`src/include/ccr_regs.vh`:
```
`ifndef CCR_REGS_VH
`define CCR_REGS_VH

// Register addresses.
`define CCR_ADDR_CHG_BOOST     8'h01
`define CCR_ADDR_BLIM_FAST     8'h02
`define CCR_ADDR_PRE_TERM      8'h03
`define CCR_ADDR_FIRST         8'h01
`define CCR_ADDR_LAST          8'h03

// Field positions in charge_and_boost_control.
`define CCR_PULSE_DIS_BIT      7
`define CCR_WD_RESTART_BIT     6
`define CCR_BOOST_EN_BIT       5
`define CCR_CHG_EN_BIT         4
`define CCR_SYSMIN_HI          3
`define CCR_SYSMIN_LO          1
`define CCR_MINBAT_BIT         0

// Field positions in boost_limit_and_fast_charge_current.
`define CCR_BOOST_CURRENT_LIMIT_BIT      7
`define CCR_FULL_ON_BIT        6
`define CCR_FAST_HI            5
`define CCR_FAST_LO            0

// Field positions in precharge_and_termination_current.
`define CCR_PRE_HI             7
`define CCR_PRE_LO             4
`define CCR_TERM_HI            3
`define CCR_TERM_LO            0

// Power-on values.
`define CCR_RST_CHG_BOOST      8'h1A
`define CCR_RST_BLIM_FAST      8'hA2
`define CCR_RST_PRE_TERM       8'h22

// Bits that fall back to power-on value on watchdog expiry.
`define CCR_WDMASK_CHG_BOOST   8'h50
`define CCR_WDMASK_BLIM_FAST   8'hBF
`define CCR_WDMASK_PRE_TERM    8'hFF

// Clamp limits, and the fast charge code that disables charging.
`define CCR_FAST_MAX           6'h32
`define CCR_PRE_MAX            4'hC
`define CCR_FAST_ZERO          6'h00

// Input current limit code below which the high-resistance switch is used.
`define CCR_ILIM_700MA         5'h06

`endif

```
`src/core/ccr_clamp.v`:
```
`timescale 1ns/1ps
// Clamps written field values before they land in the registers.
module ccr_clamp (
   input  wire [7:0] addr,
   input  wire [7:0] wdata,
   output reg  [7:0] cdata
);
`include "ccr_regs.vh"
   always @* begin
      cdata = wdata;
      if (addr == `CCR_ADDR_BLIM_FAST &&
          wdata[`CCR_FAST_HI:`CCR_FAST_LO] > `CCR_FAST_MAX) begin
         cdata[`CCR_FAST_HI:`CCR_FAST_LO] = `CCR_FAST_MAX;
      end
      if (addr == `CCR_ADDR_PRE_TERM &&
          wdata[`CCR_PRE_HI:`CCR_PRE_LO] > `CCR_PRE_MAX) begin
         cdata[`CCR_PRE_HI:`CCR_PRE_LO] = `CCR_PRE_MAX;
      end
   end
endmodule // ccr_clamp

```
`src/core/ccr_bank.v`:
```
`timescale 1ns/1ps
// Notes on behaviour
// - watchdog restart bit pulses, then self-clears
// - boost enable overrides charge enable
// - charge needs pin low and bit set
// - system minimum code decodes 2.6 to 3.7 V
// - boost battery threshold 2.8 V or 2.5 V
// - boost current limit 0.5 A or 1.2 A
// - full-on bit forces low-resistance switch
// - boost always uses full switch
// - fast charge 60 mA per step
// - zero fast charge disables charging
// - fast charge code clamped at 110010
// - precharge is 60 mA offset plus steps
// - precharge code clamped at 1100
// - termination is 60 mA offset plus steps
// - undefined register address is refused with NACK
// - sequential access auto-increments the address
module ccr_bank (
   input  wire       clk_sys,
   input  wire       resetn,
   input  wire       acc_start,
   input  wire [7:0] acc_addr,
   input  wire       wr_stb,
   input  wire [7:0] wr_data,
   input  wire       rd_stb,
   output reg  [7:0] rd_data,
   output wire       acc_nack,
   input  wire       reg_reset,
   input  wire       wd_expired,
   input  wire       charge_en_pin_n,
   input  wire [4:0] input_current_limit,
   output reg        watchdog_restart,
   output wire       pulse_mode_disable,
   output wire       boost_mode,
   output wire       charge_active,
   output wire [2:0] min_system_voltage,
   output wire       boost_min_bat_low,
   output wire       boost_current_limit,
   output wire       pass_device_low_res,
   output wire [5:0] fast_charge_current,
   output wire [3:0] precharge_current,
   output wire [3:0] termination_current
);
`include "ccr_regs.vh"

   reg  [7:0] chg_boost_reg;
   reg  [7:0] blim_fast_reg;
   reg  [7:0] pre_term_reg;
   reg  [7:0] ptr_reg;
   reg        pin_meta_reg;
   reg        pin_sync_reg;
   wire [7:0] wdata_clamped;

   function addr_valid;
      input [7:0] a;
      begin
         addr_valid = (a >= `CCR_ADDR_FIRST) && (a <= `CCR_ADDR_LAST);
      end
   endfunction

   ccr_clamp u_clamp (
      .addr  (ptr_reg),
      .wdata (wr_data),
      .cdata (wdata_clamped)
   );

   // The charge enable pin is asynchronous to clk_sys.
   always @(posedge clk_sys or negedge resetn) begin
      if (!resetn) begin
         pin_meta_reg <= 1'b1;
         pin_sync_reg <= 1'b1;
      end else begin
         pin_meta_reg <= charge_en_pin_n;
         pin_sync_reg <= pin_meta_reg;
      end
   end

   // Address pointer: loaded at start of access, bumped after each byte while it points inside the bank.
   always @(posedge clk_sys or negedge resetn) begin
      if (!resetn) begin
         ptr_reg <= 8'h00;
      end else if (acc_start) begin
         ptr_reg <= acc_addr;
      end else if ((wr_stb || rd_stb) && addr_valid(ptr_reg)) begin
         ptr_reg <= ptr_reg + 8'h01;
      end
   end

   // A byte aimed outside the bank is refused; the protocol engine idles.
   assign acc_nack = !addr_valid(ptr_reg);

   always @(posedge clk_sys or negedge resetn) begin
      if (!resetn) begin
         chg_boost_reg    <= `CCR_RST_CHG_BOOST;
         blim_fast_reg    <= `CCR_RST_BLIM_FAST;
         pre_term_reg     <= `CCR_RST_PRE_TERM;
         watchdog_restart <= 1'b0;
      end else if (reg_reset) begin
         chg_boost_reg    <= `CCR_RST_CHG_BOOST;
         blim_fast_reg    <= `CCR_RST_BLIM_FAST;
         pre_term_reg     <= `CCR_RST_PRE_TERM;
         watchdog_restart <= 1'b0;
      end else begin
         // The restart bit never holds: it fires once and reads back 0.
         watchdog_restart <= 1'b0;
         chg_boost_reg[`CCR_WD_RESTART_BIT] <= 1'b0;
         if (wd_expired) begin
            chg_boost_reg <= (chg_boost_reg & ~`CCR_WDMASK_CHG_BOOST) |
               (`CCR_RST_CHG_BOOST & `CCR_WDMASK_CHG_BOOST);
            blim_fast_reg <= (blim_fast_reg & ~`CCR_WDMASK_BLIM_FAST) |
               (`CCR_RST_BLIM_FAST & `CCR_WDMASK_BLIM_FAST);
            pre_term_reg  <= `CCR_RST_PRE_TERM;
         end else if (wr_stb) begin
            case (ptr_reg)
               `CCR_ADDR_CHG_BOOST: begin
                  chg_boost_reg <= wr_data &
                     ~(8'h01 << `CCR_WD_RESTART_BIT);
                  watchdog_restart <= wr_data[`CCR_WD_RESTART_BIT];
               end
               `CCR_ADDR_BLIM_FAST: blim_fast_reg <= wdata_clamped;
               `CCR_ADDR_PRE_TERM:  pre_term_reg  <= wdata_clamped;
               default: ;
            endcase
         end
      end
   end

   always @(posedge clk_sys or negedge resetn) begin
      if (!resetn) begin
         rd_data <= 8'h00;
      end else if (rd_stb || acc_start) begin
         case (acc_start ? acc_addr : ptr_reg + 8'h01)
            `CCR_ADDR_CHG_BOOST: rd_data <= chg_boost_reg;
            `CCR_ADDR_BLIM_FAST: rd_data <= blim_fast_reg;
            `CCR_ADDR_PRE_TERM:  rd_data <= pre_term_reg;
            default:             rd_data <= 8'h00;
         endcase
      end
   end

   assign pulse_mode_disable  = chg_boost_reg[`CCR_PULSE_DIS_BIT];
   assign boost_mode          = chg_boost_reg[`CCR_BOOST_EN_BIT];
   assign charge_active       = !boost_mode && !pin_sync_reg &&
      chg_boost_reg[`CCR_CHG_EN_BIT] &&
      (fast_charge_current != `CCR_FAST_ZERO);
   // Codes go straight to the analog trim; decoding to volts is there.
   assign min_system_voltage  =
      chg_boost_reg[`CCR_SYSMIN_HI:`CCR_SYSMIN_LO];
   assign boost_min_bat_low   = chg_boost_reg[`CCR_MINBAT_BIT];
   assign boost_current_limit = blim_fast_reg[`CCR_BOOST_CURRENT_LIMIT_BIT];
   assign pass_device_low_res = boost_mode ||
      blim_fast_reg[`CCR_FULL_ON_BIT] ||
      (input_current_limit >= `CCR_ILIM_700MA);
   assign fast_charge_current =
      blim_fast_reg[`CCR_FAST_HI:`CCR_FAST_LO];
   assign precharge_current   = pre_term_reg[`CCR_PRE_HI:`CCR_PRE_LO];
   assign termination_current =
      pre_term_reg[`CCR_TERM_HI:`CCR_TERM_LO];
endmodule // ccr_bank

```
`config.mk`:
```
export PLATFORM = sky130hd
export DESIGN_NAME = ccr_bank
export DESIGN_NICKNAME = d
export VERILOG_FILES = /design/src/core/ccr_clamp.v /design/src/core/ccr_bank.v
export VERILOG_INCLUDE_DIRS = /design/src /design/src/include
export SDC_FILE = /design/constraint.sdc
export NUM_CORES = 1
export LEC_CHECK = 0
export ABC_AREA = 1
export BUFFER_PORTS_ARGS = -buffer_cell sky130_fd_sc_hd__buf_2
export CAP_MARGIN = 20
export CORE_ASPECT_RATIO = 1.4
export CORE_MARGIN = 2
export CORE_UTILIZATION = 45
export CTS_CLUSTER_DIAMETER = 200
export DETAILED_ROUTE_END_ITERATION = 7
export MAX_ROUTING_LAYER = met4
export PLACE_DENSITY_LB_ADDON = 0.25
export SLEW_MARGIN = 5
export SYNTH_ARGS = -nofsm -noshare
export SYNTH_HDL_FRONTEND = slang
export SYNTH_HIERARCHICAL = 1
export SYNTH_SLANG_ARGS = --single-unit
```
`constraint.sdc`:
```
create_clock -name clk_sys -period 2.45 [get_ports clk_sys]
set_input_delay 0.49 -clock clk_sys [delete_from_list [all_inputs] [get_ports clk_sys]]
set_output_delay 0.49 -clock clk_sys [all_outputs]
set_load 0.03 [all_outputs]
```
==> results.json, run 1 <==
{
  "ys_warn_count": 6,
  "antenna_found_initial": 0,
  "drv_cap": 0,
  "drtIter0Drc": 161,
  "synth_compound_area_share_pct": 11.5,
  "post_synth_num_cell_types": 36,
  "num_rows": 33,
  "worstSetupPathType": "reg -> out",
  "critical_path.cell_chain": "inv_2 -> nand2_1 -> nor3_2 -> nand3_2 -> a21oi_2 -> inv_2 -> buf_2",
  "startpoint_type": "flip-flop",
  "cp_max_fo": 5,
  "drc": 0,
  "worstSkewPairLatency_ps": 300,
  "synthAdderAreaFrac_pct": 1.90,
  "tns_ps": 0,
  "core_area_um2": 5740,
  "grt_max_degree": 23,
  "cp.arrival_ps": 1640,
  "synth-simple-area-share_pct": 34.7,
  "fin_skew_ps": 7.07,
  "hold_path.class": "in -> async",
  "num_vias": 2333,
  "synth-seq-area-share_pct": 40.3,
  "syn_nets": 363,
  "grtUsageTotal_pct": 22.2,
  "grt_pass1_vias": 2250,
  "slowest_stage": "dfrtp_1",
  "slowest_delay_ps": 440,
  "ir_worst_vdd_uv": 358,
  "ant_nets": 0,
  "finalPower_mw": 1.74,
  "wl_per_cell_um": 14.2,
  "grt_pass1_wl_mm": 10.5,
  "final_common_cell": "nand2_1",
  "hold_buffers": 0,
  "post_cts_buffers": 0,
  "pin_count": 62,
  "fin_crit_sh_pct": 87.0,
  "drive_above_1_share_pct": 31.8,
  "place.gp.congestion": 0.856,
  "grt_setup_unrepaired": "false",
  "synth_top_area_cell": "dfrtp_1",
  "area_growth_syn_to_layout_pct": 13.6,
  "worstMarginPinSlew_ps": 554,
  "finalWirelength_mm": 6.40,
  "cts.repair.resized": 0,
  "detailed_place_hpwl_mm": 4.95,
  "powerDensity_nw_per_um2": 582,
  "post-route-util_pct": 52.2,
  "synth_xor_area_share_pct": 0,
  "required_ps": 1960,
  "outcome": "finished, final reports clean",
  "numPortBuffers": 60,
  "root_buffer": "clkbuf_8",
  "nNetsFinal": 413,
  "final.min_clock_period_ps": 2130,
  "htree_num_levels": 2,
  "syn_inst": 330,
  "cpMostUsedCell": "inv_2",
  "synthTopCellsByArea": "dfrtp_1, nand2_1, dfstp_2",
  "antenna-diode-count": 0,
  "cts_tree": "yes",
  "synth_area_um2": 2640,
  "synth_top_family_by_area": "simple AND/OR/NAND/NOR gates",
  "p_leak_nw": 1.58,
  "cts.sinks": 42,
  "cts.clk_slew.worst_paths_ps": 80,
  "cts_buffers": 5,
  "avgSynthCellArea_um2": 7.99,
  "ys_ff_latch": 42,
  "setup_viol": 0,
  "dieWidth_um": 68.7,
  "synthMuxAreaShare_pct": 0,
  "drt-vias-per-instance": 5.18,
  "start_util_pct": 45.9,
  "slew_violations": 0,
  "first_pass_iters": 4,
  "clockBufferDepth": 2,
  "hold_violations": 0,
  "most-common-layout-cells": "nand2_1, buf_2, inv_1, dfrtp_1, nand4_1",
  "yosys.area.top_type_share_pct": 30.4,
  "end_kind": "primary output",
  "grt-ovfl-total": 0,
  "dieArea_um2": 6500,
  "fmax_ghz": 0.469,
  "relSlewSlack_pct": 63.0,
  "die_height_um": 94.6
}
critical path, delay by kind of cell, from the launching register on:
family	cells	cell delay (ps)
DFF	1	440
and+or+nand+nor	3	390
buffers and inverters	3	350
AOI/OAI and AO/OA	1	170
per-stage QoR:
step / instances / area [µm²] / hold WS (ps) / setup WS [ps]
6_report: 450 / 2990 / 89.0 / 318
5_1_grt: 450 / 2990 / 118 / 185
4_1_cts: 450 / 2990 / 106 / 297
3_5_place_dp: 443 / 2880 / 351 / 415
3_3_place_gp: 443 / 2880 / 346 / 423
2_1_floorplan: 330 / 2640 / 194 / 671
report_power, final:
group | internal (mW) | switching (mW)
logic | 0.114 | 0.265
registers | 0.736 | 0.0491
clock network | 0.327 | 0.252
total | 1.18 | 0.566
synth_stat cells (all sizes together):
cell type  number
nor3            5
dfstp          10
nand3          21
o21ai          23
and2            1
a21oi          11
ha              4
nor4            1
buf            16
a32o            4
dfrtp          32
nor2           28
o211ai          1
o31ai           2
a22oi           1
nand4          21
or2             3
inv            39
nand2         103
clkbuf          3
o21bai          1
cells by family after synthesis:
group	after synthesis
and+or+nand+nor	183
AOI/OAI and AO/OA	43
buffers and inverters	58
adders and majority gates	4
DFF	42
worst paths after layout:
path,start,end,slack [ps],cells after the start
worst min-delay path,resetn,chg_boost_reg[2],90,1
worst max-delay path,ptr_reg[3],acc_nack,320,7
max in group asynchronous,resetn,blim_fast_reg[5],1770,2
worst max register to register,ptr_reg[0],rd_data[4],400,11
min in group clk_sys,charge_en_pin_n,pin_meta_reg,290,1
worst min register to register,pin_meta_reg,pin_sync_reg,360,0
metal layers:
metal  GRT usage, %  wire [µm]  vias to the layer above
li1               -          -                     1168
met5              -          0                        -
met1           24.8       2550                     1109
met3           2.86        219                        8
met4           5.07         73                        0
met2           40.9       3560                       48
cell type report:
cell class	count	area [µm²]
fillers	587	2750
clock inverters	1	30.0
repair buffers	62	315
well taps	70	87.6
flip-flops and latches	42	1060
multi-input cells	230	1270
clock buffers	6	82.6
inverters	39	146
(Power assumes the default switching activity.)
==> run 2, diff against run 1 <==
Settings changed: ABC_AREA 1 to default.
==> run 2 against run 1 <==
Against the previous run:
- hold slack better by 200 ps
- largest power group unchanged
- synthesized cell count down 33%
- clock skew down 2.6 ps
- final cell count down 24%
- global-route usage down 1.6 points
- setup slack worse by 28 ps
- maximum frequency down 1.3%
==> results.json, run 2 <==
{
  "ys_ff_latch": 42,
  "end_kind": "primary output",
  "start_util_pct": 45.8,
  "detailed_place_hpwl_mm": 4.26,
  "rrSetupSlack_ps": 420,
  "synth_top_area_cell": "dfrtp_1",
  "first_pass_iters": 4,
  "fmax_ghz": 0.463,
  "p_seq_share_pct": 50.0,
  "ant_nets": 0,
  "grt_pass1_vias": 1873,
  "power.net_switching_uw": 453,
  "synth_ff_type": "dfrtp_1",
  "htree_num_levels": 2,
  "pwr-share-comb_pct": 19.1,
  "cp.arrival_ps": 1670,
  "core_area_um2": 5120,
  "worstSkewPairLatency_ps": 290,
  "startpoint_type": "flip-flop",
  "drtIter0Drc": 103,
  "worst-r2r-cell-count": 7,
  "synthTopCellsByArea": "dfrtp_1, dfstp_2, mux2i_1",
  "num_rows": 31,
  "synth_edf_count": 0,
  "hold_violations": 0,
  "root_buffer": "clkbuf_8",
  "cts_buffers": 5,
  "swShare_pct": 30.0,
  "pin_count": 62,
  "post_synth_num_cell_types": 46,
  "hold_path.class": "in -> async",
  "required_ps": 1960,
  "cts_tree": "yes",
  "slowest_stage": "dfrtp_1",
  "drc": 0,
  "cts.clk_slew.worst_paths_ps": 80,
  "ys_warn_count": 6,
  "cpLargestDelayFamily": "simple AND/OR/NAND/NOR gates",
  "fin_crit_sh_pct": 88.2,
  "cp-endpoint": "acc_nack",
  "grt-ovfl-total": 0,
  "worstMarginPinSlew_ps": 828,
  "drv_cap": 0,
  "post-route-util_pct": 54.0,
  "p_clk_share_pct": 30.9,
  "pre_cts_ws_ps": 374,
  "syn_inst": 220,
  "grt_setup_unrepaired": "false",
  "grt_max_degree": 39,
  "final.min_clock_period_ps": 2160,
  "numPortBuffers": 60,
  "yosysMostFrequentCell": "dfrtp_1",
  "finalWirelength_mm": 5.52,
  "nNetsFinal": 309,
  "slew_violations": 0,
  "syn_nets": 253,
  "startpoint": "ptr_reg[2]",
  "wl_per_cell_um": 16.1,
  "drt-vias-per-instance": 5.35,
  "place.gp.congestion": 0.800,
  "die_height_um": 89.4,
  "r2r_end": "rd_data[7]",
  "yosys.area.top_type_share_pct": 34.1,
  "synth_area_um2": 2350,
  "final_common_cell": "buf_2",
  "slowest_delay_ps": 500,
  "outcome": "finished, final reports clean",
  "drive_above_1_share_pct": 40.1,
  "antenna_found_initial": 0,
  "timing.final.ws_setup_ps": 290,
  "p_int_mw": 1.06,
  "powerDensity_nw_per_um2": 546,
  "clockBufferDepth": 2,
  "dieArea_um2": 5820,
  "antenna-diode-count": 0,
  "dieWidth_um": 65.0,
  "r2r_start": "ptr_reg[1]",
  "num_vias": 1836,
  "crit_buf_inv": 1,
  "cts.repair.resized": 0,
  "relSlewSlack_pct": 44.8,
  "ir_worst_vdd_uv": 429,
  "hold_buffers": 0,
  "async_flop_share_pct": 100,
  "netlist_top_cells_count": "dfrtp_1, nor2_1, mux2i_1",
  "synth-seq-area-share_pct": 45.3,
  "avgSynthCellArea_um2": 10.7,
  "grtUsageTotal_pct": 20.6,
  "grt_pass1_wl_mm": 8.83,
  "fin_skew_ps": 4.49,
  "post_cts_buffers": 0,
  "cp_max_fo": 7,
  "worstSetupPathType": "reg -> out",
  "critical_path_depth": 3,
  "critical_path.cell_chain": "nor4_4 -> nand3_1 -> buf_2",
  "cts.sinks": 42,
  "most-common-layout-cells": "buf_2, dfrtp_1, nor2_1, mux2i_1, nand2_1",
  "setup_viol": 0,
  "area_growth_syn_to_layout_pct": 17.9,
  "tns_ps": 0,
  "p_leak_nw": 1.41
}
[run 2: kinds of logic (layout without fill, tap and decap cells)]
| kind of cell | count (synthesis) | after routing | share of synthesized area, % |
|---|---|---|---|
| DFF | 42 | 42 | 45.3 |
| xor gates and xnor gates | 2 | 2 | 0.747 |
| AOI/OAI and AO/OA | 34 | 34 | 9.81 |
| and+or+nand+nor | 77 | 77 | 20.3 |
| adders and majority gates | 4 | 4 | 2.13 |
| muxes | 36 | 36 | 16.2 |
| buffers and inverters | 25 | 82 | 5.55 |
[run 2: layout make-up]
type,instances,area [µm²]
clock buffer,6,82.6
clock inverter,2,12.5
fill,506,2350
inverter,9,33.8
multi-input combinational,153,1150
sequential,42,1060
tap,66,82.6
timing repair buffer,65,338
[run 2: worst min-delay path by stage]
stage / to / depth (start not counted) / startpoint
floorplan: blim_fast_reg[0] / 0 / resetn
global placement: pin_sync_reg / 0 / pin_meta_reg
detailed placement: pin_sync_reg / 0 / pin_meta_reg
CTS: pin_meta_reg / 1 / charge_en_pin_n
global route: pin_meta_reg / 1 / charge_en_pin_n
finish: rd_data[7] / 1 / resetn
[run 2: power by group through the flow]
| stage | logic (mW) | registers (mW) | clock network [mW] |
|---|---|---|---|
| floorplan | 0.185 | 0.765 | 0 |
| global placement | 0.287 | 0.767 | 0 |
| detailed placement | 0.291 | 0.768 | 0 |
| CTS | 0.291 | 0.755 | 0.475 |
| global route | 0.326 | 0.760 | 0.505 |
| finish | 0.289 | 0.755 | 0.467 |
[run 2: per-stage QoR]
stage                     cell area [µm²]  std cells  hold WS, ps  power [mW]
after floorplan                      2350        220          194       0.950
after global placement               2670        335          346        1.05
after detailed placement             2670        335          348        1.06
after CTS                            2770        343          280        1.52
after global routing                 2770        343          274        1.59
final                                2770        343          286        1.51
[run 2: per-layer routing]
layer | track usage, % | vias up | wire length, µm
li1 | - | 892 | -
met1 | 24.2 | 891 | 2350
met2 | 36.0 | 42 | 2850
met3 | 3.65 | 11 | 197
met4 | 6.82 | 0 | 110
met5 | - | - | 0
==> run 3, diff against run 2 <==
Settings changed: PLACE_DENSITY from default to 0.83, PLACE_DENSITY_LB_ADDON 0.25 to default.
Clock period 2.45 ns to 1.87 ns, I/O delays scaled along.
==> run 3 against run 2 <==
Against the previous run:
- the flow now finishes with violations (setup timing)
- global-route usage is 1.4 points higher
- hold slack lost 150 ps
- final cell count is 3.5% higher
- first-iteration DRC count is 87% higher
- routed wire length rose by 8.5%
- sequential share of layout area decreased by 2.3 points
- register-to-register slack got worse by 390 ps
- design area rose by 6.4%
- clock skew is 6.1 ps higher
- via count rose by 7.2%
- largest cell class unchanged
==> results.json, run 3 (synthesized netlist as in run 2, its figures left out) <==
{
  "required_ps": 1500,
  "area_growth_syn_to_layout_pct": 25.4,
  "outcome": "complete, but fails checks",
  "grtUsageTotal_pct": 22.1,
  "p_seq_share_pct": 45.0,
  "die_height_um": 89.4,
  "crit_buf_inv": 1,
  "worstSetupPathType": "reg -> out",
  "pwr-share-comb_pct": 22.8,
  "dieWidth_um": 65.0,
  "end_kind": "primary output",
  "grt-ovfl-total": 0,
  "detailed_place_hpwl_mm": 4.29,
  "p_int_mw": 1.56,
  "ant_nets": 0,
  "hold_buffers": 0,
  "finalNonFillerCells": 355,
  "grt_setup_unrepaired": "true",
  "cp_max_fo": 2,
  "p_leak_nw": 1.49,
  "slew_violations": 0,
  "hold_path.class": "in -> async",
  "place.gp.congestion": 0.841,
  "antenna_found_initial": 0,
  "slowest_delay_ps": 530,
  "wl_per_cell_um": 16.9,
  "drc": 0,
  "drv_cap": 0,
  "seq_area_um2": 1060,
  "drt-vias-per-instance": 5.54,
  "root_buffer": "clkbuf_8",
  "drtIter0Drc": 193,
  "power.net_switching_uw": 640,
  "cts_buffers": 5,
  "dieArea_um2": 5820,
  "setup_viol": 1,
  "critical_path.cell_chain": "or4_4 -> nor3_2 -> nor4b_2 -> buf_4",
  "cts.clk_slew.worst_paths_ps": 90,
  "grt_pass1_wl_mm": 9.53,
  "startpoint_type": "flip-flop",
  "grt_pass1_vias": 1930,
  "slowest_stage": "or4_4",
  "swShare_pct": 29.1,
  "failed_checks": "setup timing",
  "num_vias": 1968,
  "grt_max_degree": 43,
  "pre_cts_ws_ps": 21.8,
  "start_util_pct": 45.8,
  "final_common_cell": "buf_2",
  "relSlewSlack_pct": 64.1,
  "most-common-layout-cells": "buf_2, dfrtp_1, mux2i_1, nor2_1, nand2_1",
  "hold_ws_ps": 133,
  "cts_tree": "yes",
  "hold_violations": 0,
  "drive_above_1_share_pct": 46.0,
  "htree_num_levels": 2,
  "dp_cells": 341,
  "ir_worst_vdd_uv": 555,
  "first_pass_iters": 5,
  "pin_count": 62,
  "cts.sinks": 42,
  "clockBufferDepth": 2,
  "finalWirelength_mm": 5.99,
  "p_clk_share_pct": 32.3,
  "cpLargestDelayFamily": "simple AND/OR/NAND/NOR gates",
  "fin_skew_ps": 10.6,
  "worstSkewPairLatency_ps": 300,
  "worstMarginPinSlew_ps": 539,
  "fill_cells": 448,
  "final.min_clock_period_ps": 1990,
  "antenna-diode-count": 0,
  "cp.arrival_ps": 1610,
  "multiInputGateArea_um2": 1210,
  "fmax_ghz": 0.503,
  "core_area_um2": 5120,
  "numPortBuffers": 60,
  "powerDensity_nw_per_um2": 747,
  "fin_crit_sh_pct": 106,
  "timing.final.ws_setup_ps": -118,
  "num_rows": 31,
  "nNetsFinal": 321
}
-- run 3: changes by cell type in the layout (fill, tap and decap cells not counted), moves of 2 or more --
| cell | previous run | this run |
|---|---|---|
| buf_4 | 5 | 17 |
| buf_2 | 60 | 58 |
| buf_6 | 0 | 2 |
| clkbuf_1 | 0 | 2 |
| nand3_1 | 4 | 2 |
| nand3_2 | 2 | 4 |
| nor4b_1 | 3 | 1 |
| nor4b_2 | 0 | 2 |
-- run 3: final cells by class --
type                            count  area share (%)
Clock buffer                        7            2.59
Multi-Input combinational cell    153            41.3
Inverter                            9            1.15
Sequential cell                    42            36.2
Timing Repair Buffer               77            15.0
Clock inverter                      1            1.02
Tap cell                           66            2.81
-- run 3: layer usage --
| metal | track usage, % | part of all wire, % | up-vias |
|---|---|---|---|
| li1 | - | - | 912 |
| met1 | 25.2 | 37 | 963 |
| met2 | 38.8 | 55 | 75 |
| met3 | 3.40 | 5.3 | 18 |
| met4 | 8.90 | 2.4 | 0 |
| met5 | - | 0 | - |
-- run 3: worst paths after layout --
| kind | from | end | slack (ps) | cells after the start |
|---|---|---|---|---|
| setup / recovery | blim_fast_reg[2] | charge_active | -120 | 4 |
| hold / removal | resetn | watchdog_restart | 130 | 2 |
| setup reg to reg | ptr_reg[0] | rd_data[6] | 30 | 6 |
| hold reg to reg | pin_meta_reg | pin_sync_reg | 360 | 0 |
| max in group asynchronous | resetn | chg_boost_reg[1] | 1340 | 2 |
| min in group clk_sys | charge_en_pin_n | pin_meta_reg | 180 | 1 |
-- run 3: per-stage QoR --
stage | cell area, µm² | utilization [%] | total power, mW | TNS (ps)
floorplan | 2350 | - | 1.25 | 0
global placement | 2720 | 53.2 | 1.40 | 0
detailed placement | 2720 | 53.2 | 1.41 | 0
CTS | 2870 | 56.0 | 2.13 | -133
global route | 2940 | 57.5 | 2.29 | -349
finish | 2940 | 57.5 | 2.20 | -118
-- run 3: worst register-to-register path: stages, from the launching register on --
cell and delay (ps):
dfrtp_1 430, ha_1 230, and3_2 200, or4_1 430, nand3_2 140, nand3_2 100
o31ai_2 230
-- run 3: power by group through the flow --
| stage | registers (mW) | clock network [mW] | logic [mW] |
|---|---|---|---|
| 2_1_floorplan | 1.00 | 0 | 0.243 |
| 3_3_place_gp | 1.00 | 0 | 0.397 |
| 3_5_place_dp | 1.00 | 0 | 0.408 |
| 4_1_cts | 0.985 | 0.714 | 0.434 |
| 5_1_grt | 0.993 | 0.755 | 0.540 |
| 6_report | 0.988 | 0.709 | 0.501 |
-- run 3: timing repair --
| action | CTS | global route |
|---|---|---|
| gates resized for setup | 4 | 15 |
| setup buffers | 3 | 3 |
| setup endpoints to repair | 3 | 11 |
| pin swaps | 1 | 0 |
